==> src/rtl/wdt_map.svh <==
// Register offsets, field positions, reset values and timing counts of the watchdog unit.
// How it works
// - A free-running 6-bit counter is stepped through a 12-bit prescaler on the crystal clock.
// - Unserviced, overflow resets after 2^13-2^4 or 2^18-2^4 cycles, chosen by long_timeout_select.
// - Any write to the service port clears counter and prescaler stages 12 to 5 (bits 11 to 4).
// - Reading the service port returns the reset vector low byte, not watchdog state.
// - Overflow drives the reset pin low 32 cycles and sets the watchdog cause flag.
// - The stop instruction clears the prescaler.
// - Power-on logic clears the prescaler 4096 crystal cycles after power-up.
// - Any internal reset clears prescaler and counter.
// - A reset vector fetch clears the prescaler.
// - The watchdog_disable input, following its configuration bit, disables the watchdog.
// - In monitor mode high test voltage on interrupt or reset pin disables it.
// - In break state high test voltage on the reset pin disables it.
// - The watchdog keeps counting during wait mode.
// - The watchdog raises no processor interrupt; its only action is system reset.
// - The watchdog clock is the crystal clock itself.
// - In stop mode counting stops and the prescaler is held clear.
`ifndef WDT_MAP_SVH
`define WDT_MAP_SVH
`define WDT_SERVICE_INDEX  32'h0000ffff
`define WDT_SERVICE_ADDR   (`WDT_SERVICE_INDEX * 4)
`define WDT_CONFIG_ADDR    32'h00000000
`define WDT_CAUSE_ADDR     32'h00000004
`define WDT_CLEAR_ADDR     32'h00000008
`define WDT_ENABLE_ADDR    32'h0000000c
`define WDT_COUNT_ADDR     32'h00000010
`define WDT_CFG_LONG_BIT   0
`define WDT_EVT_RESET_BIT  0
`define WDT_EVT_SERV_BIT   1
`define WDT_EVT_WIDTH      2
`define WDT_CONFIG_RESET   1'b0
`define WDT_ENABLE_RESET   2'h0
`define WDT_CLK_PERIOD_NS  50
`define WDT_LONG_CYCLES    262128
`define WDT_SHORT_CYCLES   8176
`define WDT_PULSE_CYCLES   32
`define WDT_POR_CYCLES     4096
`define WDT_SERV_CLR_LSB   4
`endif

==> src/rtl/wdt_pkg.sv <==
// Types shared by the watchdog unit.
package wdt_pkg;
  // Captured AHB address phase.
  typedef struct packed {
    logic        valid;
    logic        write;
    logic [31:0] addr;
  } wdt_aphase_t;

  // Mode levels that decide whether the watchdog may run.
  typedef struct packed {
    logic monitor;
    logic brk;
    logic stop;
    logic disable_cfg;
  } wdt_mode_t;

  // Register selected by an access.
  typedef enum {
    WDT_SEL_NONE,
    WDT_SEL_SERVICE,
    WDT_SEL_CONFIG,
    WDT_SEL_CAUSE,
    WDT_SEL_CLEAR,
    WDT_SEL_ENABLE,
    WDT_SEL_COUNT
  } wdt_sel_t;
endpackage

==> src/rtl/wdt_top.sv <==
// Watchdog unit with AHB-Lite register access and open-drain reset pin drive.
`timescale 1ns/10ps
`include "wdt_map.svh"

module wdt_top
  import wdt_pkg::*;
#(
  parameter int unsigned PRESC_W      = 12,
  parameter int unsigned CNT_W        = 6,
  parameter int unsigned LONG_CYCLES  = `WDT_LONG_CYCLES,
  parameter int unsigned SHORT_CYCLES = `WDT_SHORT_CYCLES
) (
  input  wire logic        i_core_clk,
  input  wire logic        i_rst_b,
  input  wire logic [31:0] i_haddr,
  input  wire logic [1:0]  i_htrans,
  input  wire logic        i_hwrite,
  input  wire logic [2:0]  i_hsize,
  input  wire logic [31:0] i_hwdata,
  input  wire logic        i_hsel,
  input  wire logic        i_hready,
  output logic      [31:0] o_hrdata,
  output logic             o_hreadyout,
  output logic             o_hresp,
  input  wire logic [7:0]  i_reset_vector_low,
  input  wire logic        i_reset_vector_fetch,
  input  wire logic        i_internal_reset,
  input  wire logic        i_stop_instr,
  input  wire logic        i_stop_mode,
  input  wire logic        i_wait_mode,
  input  wire logic        i_monitor_mode,
  input  wire logic        i_break_state,
  input  wire logic        i_watchdog_disable,
  input  wire logic        i_irq_pin_high_test_voltage,
  input  wire logic        i_rst_pin_high_test_voltage,
  input  wire logic        i_rst_pin_in,
  output logic             o_rst_pin_out,
  output logic             o_rst_pin_oe,
  output logic             o_irq
);

  // Width of the whole chain and the last elapsed value before each limit.
  localparam int unsigned TOT_W = PRESC_W + CNT_W;
  localparam int unsigned NPIN  = 2;
  localparam logic [TOT_W-1:0] LONG_LAST  = TOT_W'(LONG_CYCLES - 1);
  localparam logic [TOT_W-1:0] SHORT_LAST = TOT_W'(SHORT_CYCLES - 1);

  // Pulse and power-up counts, sized to their registers.
  localparam logic [5:0] PULSE_LEN = 6'(`WDT_PULSE_CYCLES);
  localparam logic [12:0] POR_LEN  = 13'(`WDT_POR_CYCLES);

  // Pin synchroniser stages and the filtered levels.
  logic [NPIN-1:0]             pin_raw;
  logic [NPIN-1:0]             sync1_reg;
  logic [NPIN-1:0]             sync2_reg;
  logic [NPIN-1:0]             sync3_reg;
  logic [NPIN-1:0]             pin_reg;

  // Mode levels and the combined hold.
  wdt_mode_t                   mode;
  logic                        irq_hv;
  logic                        rst_hv;
  logic                        halted;

  // Bus capture, decoded writes and software registers.
  wdt_aphase_t                 aph_reg;
  wdt_sel_t                    wr_sel;
  logic                        wr_fire;
  logic                        service;
  logic                        long_sel_reg;
  logic [`WDT_EVT_WIDTH-1:0]   cause_reg;
  logic [`WDT_EVT_WIDTH-1:0]   cause_next;
  logic [`WDT_EVT_WIDTH-1:0]   enable_reg;
  logic [`WDT_EVT_WIDTH-1:0]   event_set;
  logic [`WDT_EVT_WIDTH-1:0]   event_clr;

  // Timer chain and its limit compare.
  logic [PRESC_W-1:0]          presc_reg;
  logic [CNT_W-1:0]            cnt_reg;
  logic [TOT_W-1:0]            elapsed;
  logic                        overflow;

  // Reset pulse, power-up delay and the clear terms.
  logic [5:0]                  pulse_reg;
  logic                        pulsing;
  logic [12:0]                 por_reg;
  logic                        por_clear;
  logic                        presc_clear;
  logic                        all_clear;

  ////////////////////////////////////////////////////////////////////////////
  // Decoding shared by the read and write paths.
  ////////////////////////////////////////////////////////////////////////////

  // Maps a byte address to the register it selects.
  // The service location decodes on its full byte address, four times its index.
  function automatic wdt_sel_t wdt_decode(input logic [31:0] addr);
    wdt_sel_t sel;
    sel = WDT_SEL_NONE;
    case (addr)
      `WDT_SERVICE_ADDR: sel = WDT_SEL_SERVICE;
      `WDT_CONFIG_ADDR:  sel = WDT_SEL_CONFIG;
      `WDT_CAUSE_ADDR:   sel = WDT_SEL_CAUSE;
      `WDT_CLEAR_ADDR:   sel = WDT_SEL_CLEAR;
      `WDT_ENABLE_ADDR:  sel = WDT_SEL_ENABLE;
      `WDT_COUNT_ADDR:   sel = WDT_SEL_COUNT;
      default:           sel = WDT_SEL_NONE;
    endcase
    return sel;
  endfunction

  ////////////////////////////////////////////////////////////////////////////
  // Pin inputs: three flip-flops, a change counts once stages two and three agree.
  ////////////////////////////////////////////////////////////////////////////

  // Pins are packed so that one loop serves both.
  assign pin_raw = {i_rst_pin_high_test_voltage, i_irq_pin_high_test_voltage};

  // The first stage feeds only the second; the filter looks at stages two and three.
  // A one-cycle glitch that reaches stage two never matches stage three, so it is ignored.
  genvar g;
  generate
    for (g = 0; g < NPIN; g++) begin : g_pin
      always_ff @(posedge i_core_clk or negedge i_rst_b) begin
        if (!i_rst_b) begin
          sync1_reg[g] <= 1'b0;
          sync2_reg[g] <= 1'b0;
          sync3_reg[g] <= 1'b0;
          pin_reg[g]   <= 1'b0;
        end else begin
          sync1_reg[g] <= pin_raw[g];
          sync2_reg[g] <= sync1_reg[g];
          sync3_reg[g] <= sync2_reg[g];
          if (sync2_reg[g] == sync3_reg[g]) begin
            pin_reg[g] <= sync3_reg[g];
          end
        end
      end
    end
  endgenerate

  // Bit 0 is the interrupt pin and bit 1 the reset pin; high while the test voltage is there.
  assign irq_hv = pin_reg[0];
  assign rst_hv = pin_reg[1];

  ////////////////////////////////////////////////////////////////////////////
  // Mode decode.
  ////////////////////////////////////////////////////////////////////////////

  // Mode levels come from logic on the same clock, so they need no synchroniser.
  assign mode.monitor     = i_monitor_mode;
  assign mode.brk         = i_break_state;
  assign mode.stop        = i_stop_mode;
  assign mode.disable_cfg = i_watchdog_disable;

  // Wait mode takes no part here, so the unit keeps counting while waiting.
  // A test voltage counts only while its mode is active; in user mode it does nothing.
  assign halted = mode.disable_cfg
                | (mode.monitor & (irq_hv | rst_hv))
                | (mode.brk & rst_hv);

  ////////////////////////////////////////////////////////////////////////////
  // AHB-Lite slave: zero wait states, always OKAY.
  ////////////////////////////////////////////////////////////////////////////

  // Captures a NONSEQ or SEQ address phase while the bus is ready.
  // IDLE and BUSY phases leave valid low, so their data phase writes nothing.
  always_ff @(posedge i_core_clk or negedge i_rst_b) begin
    if (!i_rst_b) begin
      aph_reg <= '0;
    end else if (i_hready) begin
      aph_reg.valid <= i_hsel & i_htrans[1];
      aph_reg.write <= i_hwrite;
      aph_reg.addr  <= i_haddr;
    end
  end

  // Write data arrive in the data phase that follows the captured address.
  assign wr_sel  = wdt_decode(aph_reg.addr);
  assign wr_fire = aph_reg.valid & aph_reg.write;
  assign service = wr_fire & (wr_sel == WDT_SEL_SERVICE);

  // The slave never stretches a transfer and never flags an error.
  // Both are registers so that every port of the unit comes from a flip-flop.
  always_ff @(posedge i_core_clk or negedge i_rst_b) begin
    if (!i_rst_b) begin
      o_hreadyout <= 1'b1;
      o_hresp     <= 1'b0;
    end else begin
      o_hreadyout <= 1'b1;
      o_hresp     <= 1'b0;
    end
  end

  // Read data are fetched at the address phase so they stand in the data phase.
  // Unmapped and write-only locations read as zero.
  always_ff @(posedge i_core_clk or negedge i_rst_b) begin
    if (!i_rst_b) begin
      o_hrdata <= '0;
    end else if (i_hready) begin
      o_hrdata <= '0;
      if (i_hsel && i_htrans[1] && !i_hwrite) begin
        case (wdt_decode(i_haddr))
          WDT_SEL_SERVICE: o_hrdata <= {24'h000000, i_reset_vector_low};
          WDT_SEL_CONFIG:  o_hrdata <= {31'h00000000, long_sel_reg};
          WDT_SEL_CAUSE:   o_hrdata <= {30'h00000000, cause_reg};
          WDT_SEL_ENABLE:  o_hrdata <= {30'h00000000, enable_reg};
          WDT_SEL_COUNT:   o_hrdata <= {14'h0000, elapsed};
          default:         o_hrdata <= '0;
        endcase
      end
    end
  end

  ////////////////////////////////////////////////////////////////////////////
  // Software registers.
  ////////////////////////////////////////////////////////////////////////////

  // Timeout select; zero after reset gives the long period.
  // Going short after the count has passed the short limit delays the reset until a wrap.
  always_ff @(posedge i_core_clk or negedge i_rst_b) begin
    if (!i_rst_b) begin
      long_sel_reg <= `WDT_CONFIG_RESET;
    end else if (wr_fire && wr_sel == WDT_SEL_CONFIG) begin
      long_sel_reg <= i_hwdata[`WDT_CFG_LONG_BIT];
    end
  end

  // Event enable mask for the status interrupt line.
  // Only the low event bits are stored; upper write data are dropped.
  always_ff @(posedge i_core_clk or negedge i_rst_b) begin
    if (!i_rst_b) begin
      enable_reg <= `WDT_ENABLE_RESET;
    end else if (wr_fire && wr_sel == WDT_SEL_ENABLE) begin
      enable_reg <= i_hwdata[`WDT_EVT_WIDTH-1:0];
    end
  end

  // Events of this cycle and the write-one-to-clear request.
  // The service event shows software that its service write reached the unit.
  assign event_set[`WDT_EVT_RESET_BIT] = overflow;
  assign event_set[`WDT_EVT_SERV_BIT]  = service;
  assign event_clr = (wr_fire && wr_sel == WDT_SEL_CLEAR) ? i_hwdata[`WDT_EVT_WIDTH-1:0] : '0;

  // A new event in the cycle of its clear keeps the flag set.
  // Software that clears a flag just as the event repeats must not lose it.
  assign cause_next = (cause_reg & ~event_clr) | event_set;

  // Sticky reset-cause flags; they survive the reset pulse they report.
  always_ff @(posedge i_core_clk or negedge i_rst_b) begin
    if (!i_rst_b) begin
      cause_reg <= '0;
    end else begin
      cause_reg <= cause_next;
    end
  end

  // Status line for a system controller, not a processor interrupt request.
  // It uses the next flag value so that it follows a set or clear with no extra cycle.
  always_ff @(posedge i_core_clk or negedge i_rst_b) begin
    if (!i_rst_b) begin
      o_irq <= 1'b0;
    end else begin
      o_irq <= |(cause_next & enable_reg);
    end
  end

  ////////////////////////////////////////////////////////////////////////////
  // Power-up delay that ends in one prescaler clear.
  ////////////////////////////////////////////////////////////////////////////

  // Counts crystal cycles after power-up and clears the prescaler once at the end.
  // The count stops at its end, so the clear fires once per release of reset.
  always_ff @(posedge i_core_clk or negedge i_rst_b) begin
    if (!i_rst_b) begin
      por_reg   <= '0;
      por_clear <= 1'b0;
    end else begin
      por_clear <= 1'b0;
      if (por_reg != POR_LEN) begin
        por_reg <= por_reg + 13'h0001;
        if (por_reg == POR_LEN - 13'h0001) begin
          por_clear <= 1'b1;
        end
      end
    end
  end

  ////////////////////////////////////////////////////////////////////////////
  // Prescaler and counter.
  ////////////////////////////////////////////////////////////////////////////

  // Whole-chain clear: internal reset, own reset pulse, or a disabled watchdog.
  // Holding the chain clear while disabled gives a full period once the hold lifts.
  assign all_clear = i_internal_reset | pulsing | halted;

  // Clears of the prescaler alone.
  // They leave the counter alone, so a nonzero counter still brings the overflow sooner.
  assign presc_clear = i_stop_instr
                     | mode.stop
                     | i_reset_vector_fetch
                     | por_clear;

  // Prescaler on the crystal clock; a service clears only its upper stages.
  // A clear outranks a service in the same cycle, so no low stage survives a clear.
  always_ff @(posedge i_core_clk or negedge i_rst_b) begin
    if (!i_rst_b) begin
      presc_reg <= '0;
    end else if (all_clear || presc_clear) begin
      presc_reg <= '0;
    end else if (service) begin
      presc_reg <= {{(PRESC_W-`WDT_SERV_CLR_LSB){1'b0}}, presc_reg[`WDT_SERV_CLR_LSB-1:0]};
    end else begin
      presc_reg <= presc_reg + PRESC_W'(1);
    end
  end

  // Counter steps when the prescaler wraps; stop mode freezes it.
  // It never steps in a cycle in which the prescaler is being cleared.
  always_ff @(posedge i_core_clk or negedge i_rst_b) begin
    if (!i_rst_b) begin
      cnt_reg <= '0;
    end else if (all_clear || service) begin
      cnt_reg <= '0;
    end else if (!mode.stop && !presc_clear && (&presc_reg)) begin
      cnt_reg <= cnt_reg + CNT_W'(1);
    end
  end

  // Cycles since the last clear, counter above prescaler.
  // Software reads it through the count register to see how far the period has run.
  assign elapsed = {cnt_reg, presc_reg};

  // Overflow at the selected limit while the chain is free to run.
  // A clear or a service in the cycle of the limit wins, and no pulse starts.
  assign overflow = !all_clear && !presc_clear && !service
                  && (elapsed == (long_sel_reg ? SHORT_LAST : LONG_LAST));

  ////////////////////////////////////////////////////////////////////////////
  // Reset pin drive.
  ////////////////////////////////////////////////////////////////////////////

  // Remaining cycles of the low pulse on the reset pin.
  always_ff @(posedge i_core_clk or negedge i_rst_b) begin
    if (!i_rst_b) begin
      pulse_reg <= '0;
    end else if (overflow) begin
      pulse_reg <= PULSE_LEN;
    end else if (pulse_reg != 6'h00) begin
      pulse_reg <= pulse_reg - 6'h01;
    end
  end

  // The chain is held clear for the whole pulse, so timing restarts as the pin is released.
  assign pulsing = (pulse_reg != 6'h00);

  // Open-drain drive: the pin is pulled low for exactly the pulse length.
  // The pulse count loads at the edge at which the enable rises, hence the compare above one.
  always_ff @(posedge i_core_clk or negedge i_rst_b) begin
    if (!i_rst_b) begin
      o_rst_pin_out <= 1'b0;
      o_rst_pin_oe  <= 1'b0;
    end else begin
      o_rst_pin_out <= 1'b0;
      o_rst_pin_oe  <= overflow | (pulse_reg > 6'h01);
    end
  end

  // Unused observations kept visible to nothing else.
  // These inputs belong to the system port list but play no part in counting.
  logic unused_ok;
  assign unused_ok = ^{i_wait_mode, i_rst_pin_in, i_hsize, i_hwdata[31:`WDT_EVT_WIDTH]};

endmodule

==> config.mk <==
export PLATFORM = sky130hd
export DESIGN_NAME = wdt_top
export DESIGN_NICKNAME = d
export VERILOG_FILES = /design/src/rtl/wdt_pkg.sv /design/src/rtl/wdt_top.sv
export VERILOG_INCLUDE_DIRS = /design/src /design/src/rtl
export SDC_FILE = /design/constraint.sdc
export NUM_CORES = 1
export LEC_CHECK = 0
export ABC_AREA = 1
export ABC_CLOCK_PERIOD_IN_PS = 2020
export BUFFER_PORTS_ARGS = -buffer_cell sky130_fd_sc_hd__buf_2
export CORE_AREA = 8 8 111 113
export CTS_CLUSTER_DIAMETER = 150
export DETAILED_ROUTE_END_ITERATION = 12
export DIE_AREA = 0 0 119 121
export PLACE_DENSITY_LB_ADDON = 0.25
export SLEW_MARGIN = 40
export SYNTH_ARGS = -nofsm -noshare
export SYNTH_HDL_FRONTEND = slang
export SYNTH_SLANG_ARGS = --single-unit
==> constraint.sdc <==
create_clock -name i_core_clk -period 2.02 [get_ports i_core_clk]
set_clock_uncertainty 0.15 [all_clocks]
set_input_delay 0.303 -clock i_core_clk [delete_from_list [all_inputs] [get_ports i_core_clk]]
set_output_delay 0.303 -clock i_core_clk [all_outputs]
set_load 0.1 [all_outputs]
; After elaboration in Yosys (flattened, before gate mapping)
; Index checks and enable logic that the tools add are counted.
[word_totals]
latch_bits = 0
register_bits = 119
elab_cells = 111
n_memories = 0
ramBits = 0
in_bits = 93
romBits = 0
out_inout_bits = 37
[op_classes]
n_eq_ne = 25
add_sub_neg = 4
n_mux = 16
div_mod_pow = 0
n_bitwise = 18
reduce_logical = 24
n_mul = 0
magnitude_cmp = 1
shifts = 0
[op_table]
columns = cell, n
row1 = $eq A32 B4 Y1 const B, 6
row2 = $eq A32 B3 Y1 const B, 5
row3 = $eq A32 B2 Y1 const B, 3
row4 = $pmux W18 S5, 1
row5 = $eq A32 B18 Y1 const B, 2
row6 = $eq A32 B5 Y1 const B, 2
row7 = $logic_not A32 Y1, 2
row8 = $mux W32, 2
row9 = $mux W18, 2
row10 = $pmux W3 S6, 2
row11 = $eq A32 B1 Y1 const B, 1
row12 = $mux W12, 2
row13 = $mux W6, 4
row14 = $eq A18 B18 Y1, 1
row15 = $add A13 B1 Y13 const B, 1
row16 = $eq A13 B12 Y1 const B, 1
row17 = $ne A13 B13 Y1 const B, 1
row18 = $add A12 B1 Y12 const B, 1
row19 = $reduce_and A12 Y1, 1
row20 = $logic_and A1 B1 Y1, 10
row21 = $or A1 B1 Y1, 9
row22 = $add A6 B1 Y6 const B, 1
row23 = $gt A6 B1 Y1 const B, 1
row24 = $reduce_bool A6 Y1, 1
row25 = other kinds (13), 26

; Depth between registers and ports, before layout
[depth]
depth_word = 12
depth_mapped = 11
mapped_depth_nobuf = 11

; Worst setup path before layout
; Ideal clock, no wire load.
[synth_path]
kind = register to register
from = register pulse_reg[0]
to = register pulse_reg[1]
path_slack_ns = 0.270
arrival_time_ns = 1.479
n_path_buf = 0
path_stages_with_launch = 10
setup_time_ns = 0.120
t_required_ns = 1.750
path_cell_list = dfrtp_1 -> inv_1 -> ha_1 -> nand2_2 -> nor2_4 -> nand3_4 -> nor3_4 -> nand4_1 -> o211ai_1 -> inv_1
[synth_via]
elab_chain_cells = 8
[synth_rtl]
columns = element, line_no
row1 = start: declaration, wdt_top.sv:84  ; logic [5:0] pulse_reg;
row2 = start signal: assignment, wdt_top.sv:350  ; pulse_reg <= pulse_reg - 6'h01;
row3 = "parallel branches: the longest is 8 deep, another holds $sub A6 B1 Y6", n/a
; Parallel ways; which one is timed is not known. The select of a mux whose other input is x is not followed.
; A chain may end at the register's enable or synchronous reset.

; Final worst setup path
[layout_path]
from = register pulse_reg[1]
to = register pulse_reg[1]
; Same word-level chain as after synthesis.

==> results.toml <==
[status]
status = "finished clean"

[placed_design]
dpl_cell_area_um2 = 6060
place_congestion = 0.859
numPortBuffers = 76
dp_hpwl_um = 9850

[sta]
period_needed_ps = 1930
period_share_pct = 95.4
relSlewSlack_pct = 64.2
hold_viol_final = 0
worst_slew_pin_slew_ps = 535
fmax_mhz = 519
final_max_slew_viol_count = 0
setup_violations = 0
fin_setup_tns_ps = 0

[routing]
drt-pass1-iter-count = 5
via_count = 4902
drc = 0
ant_nets = 0
drt-total-wl_um = 13100
viasPerCell = 5.05
drtIter0Drc = 336
wl_per_cell_um = 13.5

[global_routing]
grt_max_degree = 60
grt_overflow = 0
grt_pass1_vias = 4831
grt.busiest_layer = "met2"
grt_usage_pct = 18.7
met2_usage_pct = 30.6
use_met3_pct = 6.00
grt_pass1_wl_um = 22200
antenna_found_initial = 1
use_met1_pct = 23.5

[synthesis]
synth_ff_type = "dfrtp_1"
synth_top_area_cell = "dfrtp_1"
ys_seq_area_share_pct = 47.4
synth.avg_cell_area_um2 = 7.71
ys_top_cells_by_count = "nand2_1, dfrtp_1, nor2_1"
synth_top_area_share_pct = 47.4
synth.distinct_cells = 41
yosysMostFrequentCell = "nand2_1"
synthCells = 718
synth.area.top_cells = "dfrtp_1, nand2_1, nor2_1"
synth_edf_count = 0
yosysWarnings = 0
synth_area_um2 = 5540
async_reset_ff_share_pct = 100
synth-seq-cells = 105

[layout]
fin_area_um2 = 6500
drive_gt1_share_pct = 17.2
nets = 925
largest_reg_flops = 34
diodes = 0
area_growth_pct = 17.4

[floorplan]
die_y_um = 121
io_pins = 130
die_x_um = 119
start_util_pct = 52.2
die-area_um2 = 14400
placementRows = 38
core-area_um2 = 10600

[power]
peakVddDrop_v = 0.000460
p_per_area_nw_per_um2 = 606
power.leakage_uw = 0.00328

[clocking]
cts_max_level = 3
root_buffer = "clkbuf_8"
clock_latency_ps = 390
clockBufferDepth = 2
clock-sinks = 105
cts_tree = "yes"
cts_buffers = 9
clk_pin_slew_ps = 90

[setup_path]
slowest_delay_ps = 430
endpoint_kind = "flip-flop"
arrival_ps = 2040
critical_path_required_ps = 2140
path_cells = "inv_2 > ha_4 > nand2_4 > nor2_4 > nand3_4 > nor3_4 > nand4_1 > buf_6 > o211ai_1 > inv_1"
worstPathMaxFanout = 4
slowest_stage = "dfrtp_1"
path_class = "reg2reg"
startpoint_type = "flip-flop"

[worst_hold_path]
hp-class = "in2reg"

[job]
cap_violations = 0
[what timing repair did]
| item | in CTS | in global routing |
|---|---|---|
| hold buffers | 15 | 0 |
| pin swaps | 1 | 5 |
| gates resized for setup | 0 | 9 |
| setup buffers | 2 | 10 |
| setup endpoints to repair | 1 | 21 |
| endpoints found under the hold margin | 91 | 0 |
[final timing paths]
check | startpoint | to | slack [ps] | cells past startpoint
setup / recovery | pulse_reg[1]$_DFFE_PN0P_ | pulse_reg[1]$_DFFE_PN0P_ | 90 | 10
hold / removal | i_haddr[17] | aph_reg[17]$_DFFE_PN0P_ | 20 | 3
setup reg to reg | pulse_reg[1]$_DFFE_PN0P_ | pulse_reg[1]$_DFFE_PN0P_ | 90 | 10
hold reg to reg | sync1_reg[0]$_DFF_PN0_ | sync2_reg[0]$_DFF_PN0_ | 200 | 0
max in group asynchronous | i_rst_b | o_hrdata[12]$_DFFE_PN0P_ | 860 | 3
min in group asynchronous | i_rst_b | aph_reg[18]$_DFFE_PN0P_ | 190 | 2
[cell type report]
type	instances	area (µm²)
Fill cell	929	4100
Sequential cell	105	2630
Multi-Input combinational cell	511	2480
Timing Repair Buffer	111	712
Inverter	88	333
Tap cell	140	175
Clock buffer	12	145
Clock inverter	4	26.3
[critical path, delay by kind of cell, from the launching register on]
family,cells,cell delay (ps)
flip-flops,1,430
AO/OA/AOI/OAI,1,70
buffers and inverters,3,330
AND/OR/NAND/NOR,5,690
adder cells (fa/ha/maj),1,160
[cells by family after synthesis]
logic type,synth area share (%)
muxes,0.587
adders and majority gates,1.72
DFF,47.4
other,0.136
buffers and inverters,9.28
AOI/OAI and AO/OA,7.00
xor gates and xnor gates,2.06
and+or+nand+nor,31.8
[layer usage]
metal / up-vias / wire length [µm]
li1: 2442 / -
met4: 2 / 149
met5: - / 13
met2: 127 / 6200
met3: 14 / 771
met1: 2317 / 5930
[where the power goes]
part	leakage [µW]	total (µW)	internal (µW)	switching (µW)
logic	0.00183	512	142	370
registers	0.00136	2230	2170	56.1
clock network	0.0000868	1200	484	714
total	0.00328	3940	2800	1140
[placed cells by master (no fill, tap or decap), types with 2 or more instances in the layout]
cell	instances
nand2_1	206
dfrtp_1	105
nor2_1	98
inv_1	84
buf_2	75
nand3_1	40
o21ai_0	40
buf_4	18
conb_1	17
nor3_1	15
dlygate4sd3_1	15
nand4_1	13
xor2_1	11
o31ai_1	11
clkbuf_8	10
a21oi_1	9
nor2_2	6
ha_1	5
nor3_2	3
nand2_4	3
nor2_4	3
nand2_2	3
inv_2	3
o211ai_1	3
nor4_1	3
nor3b_2	2
xnor2_1	2
o21ai_1	2
maj3_1	2
mux2_2	2
clkbuf_1	2
clkinv_2	2
buf_12	2
[through the flow]
stage / util (%) / cells / hold WS (ps) / total power, µW / setup slack (ps)
final: 61.3 / 971 / 18.9 / 3940 / 92.0
after detailed placement: 57.1 / 928 / 53.5 / 2760 / -4.48
after global placement: 57.1 / 928 / 54.8 / 2750 / 99.8
after CTS: 60.3 / 961 / 1.10 / 3980 / 16.4
after global routing: 61.3 / 971 / 26.7 / 4130 / -14.6
after floorplan: - / 733 / -143 / 2610 / 270
(Power assumes the default switching activity.)
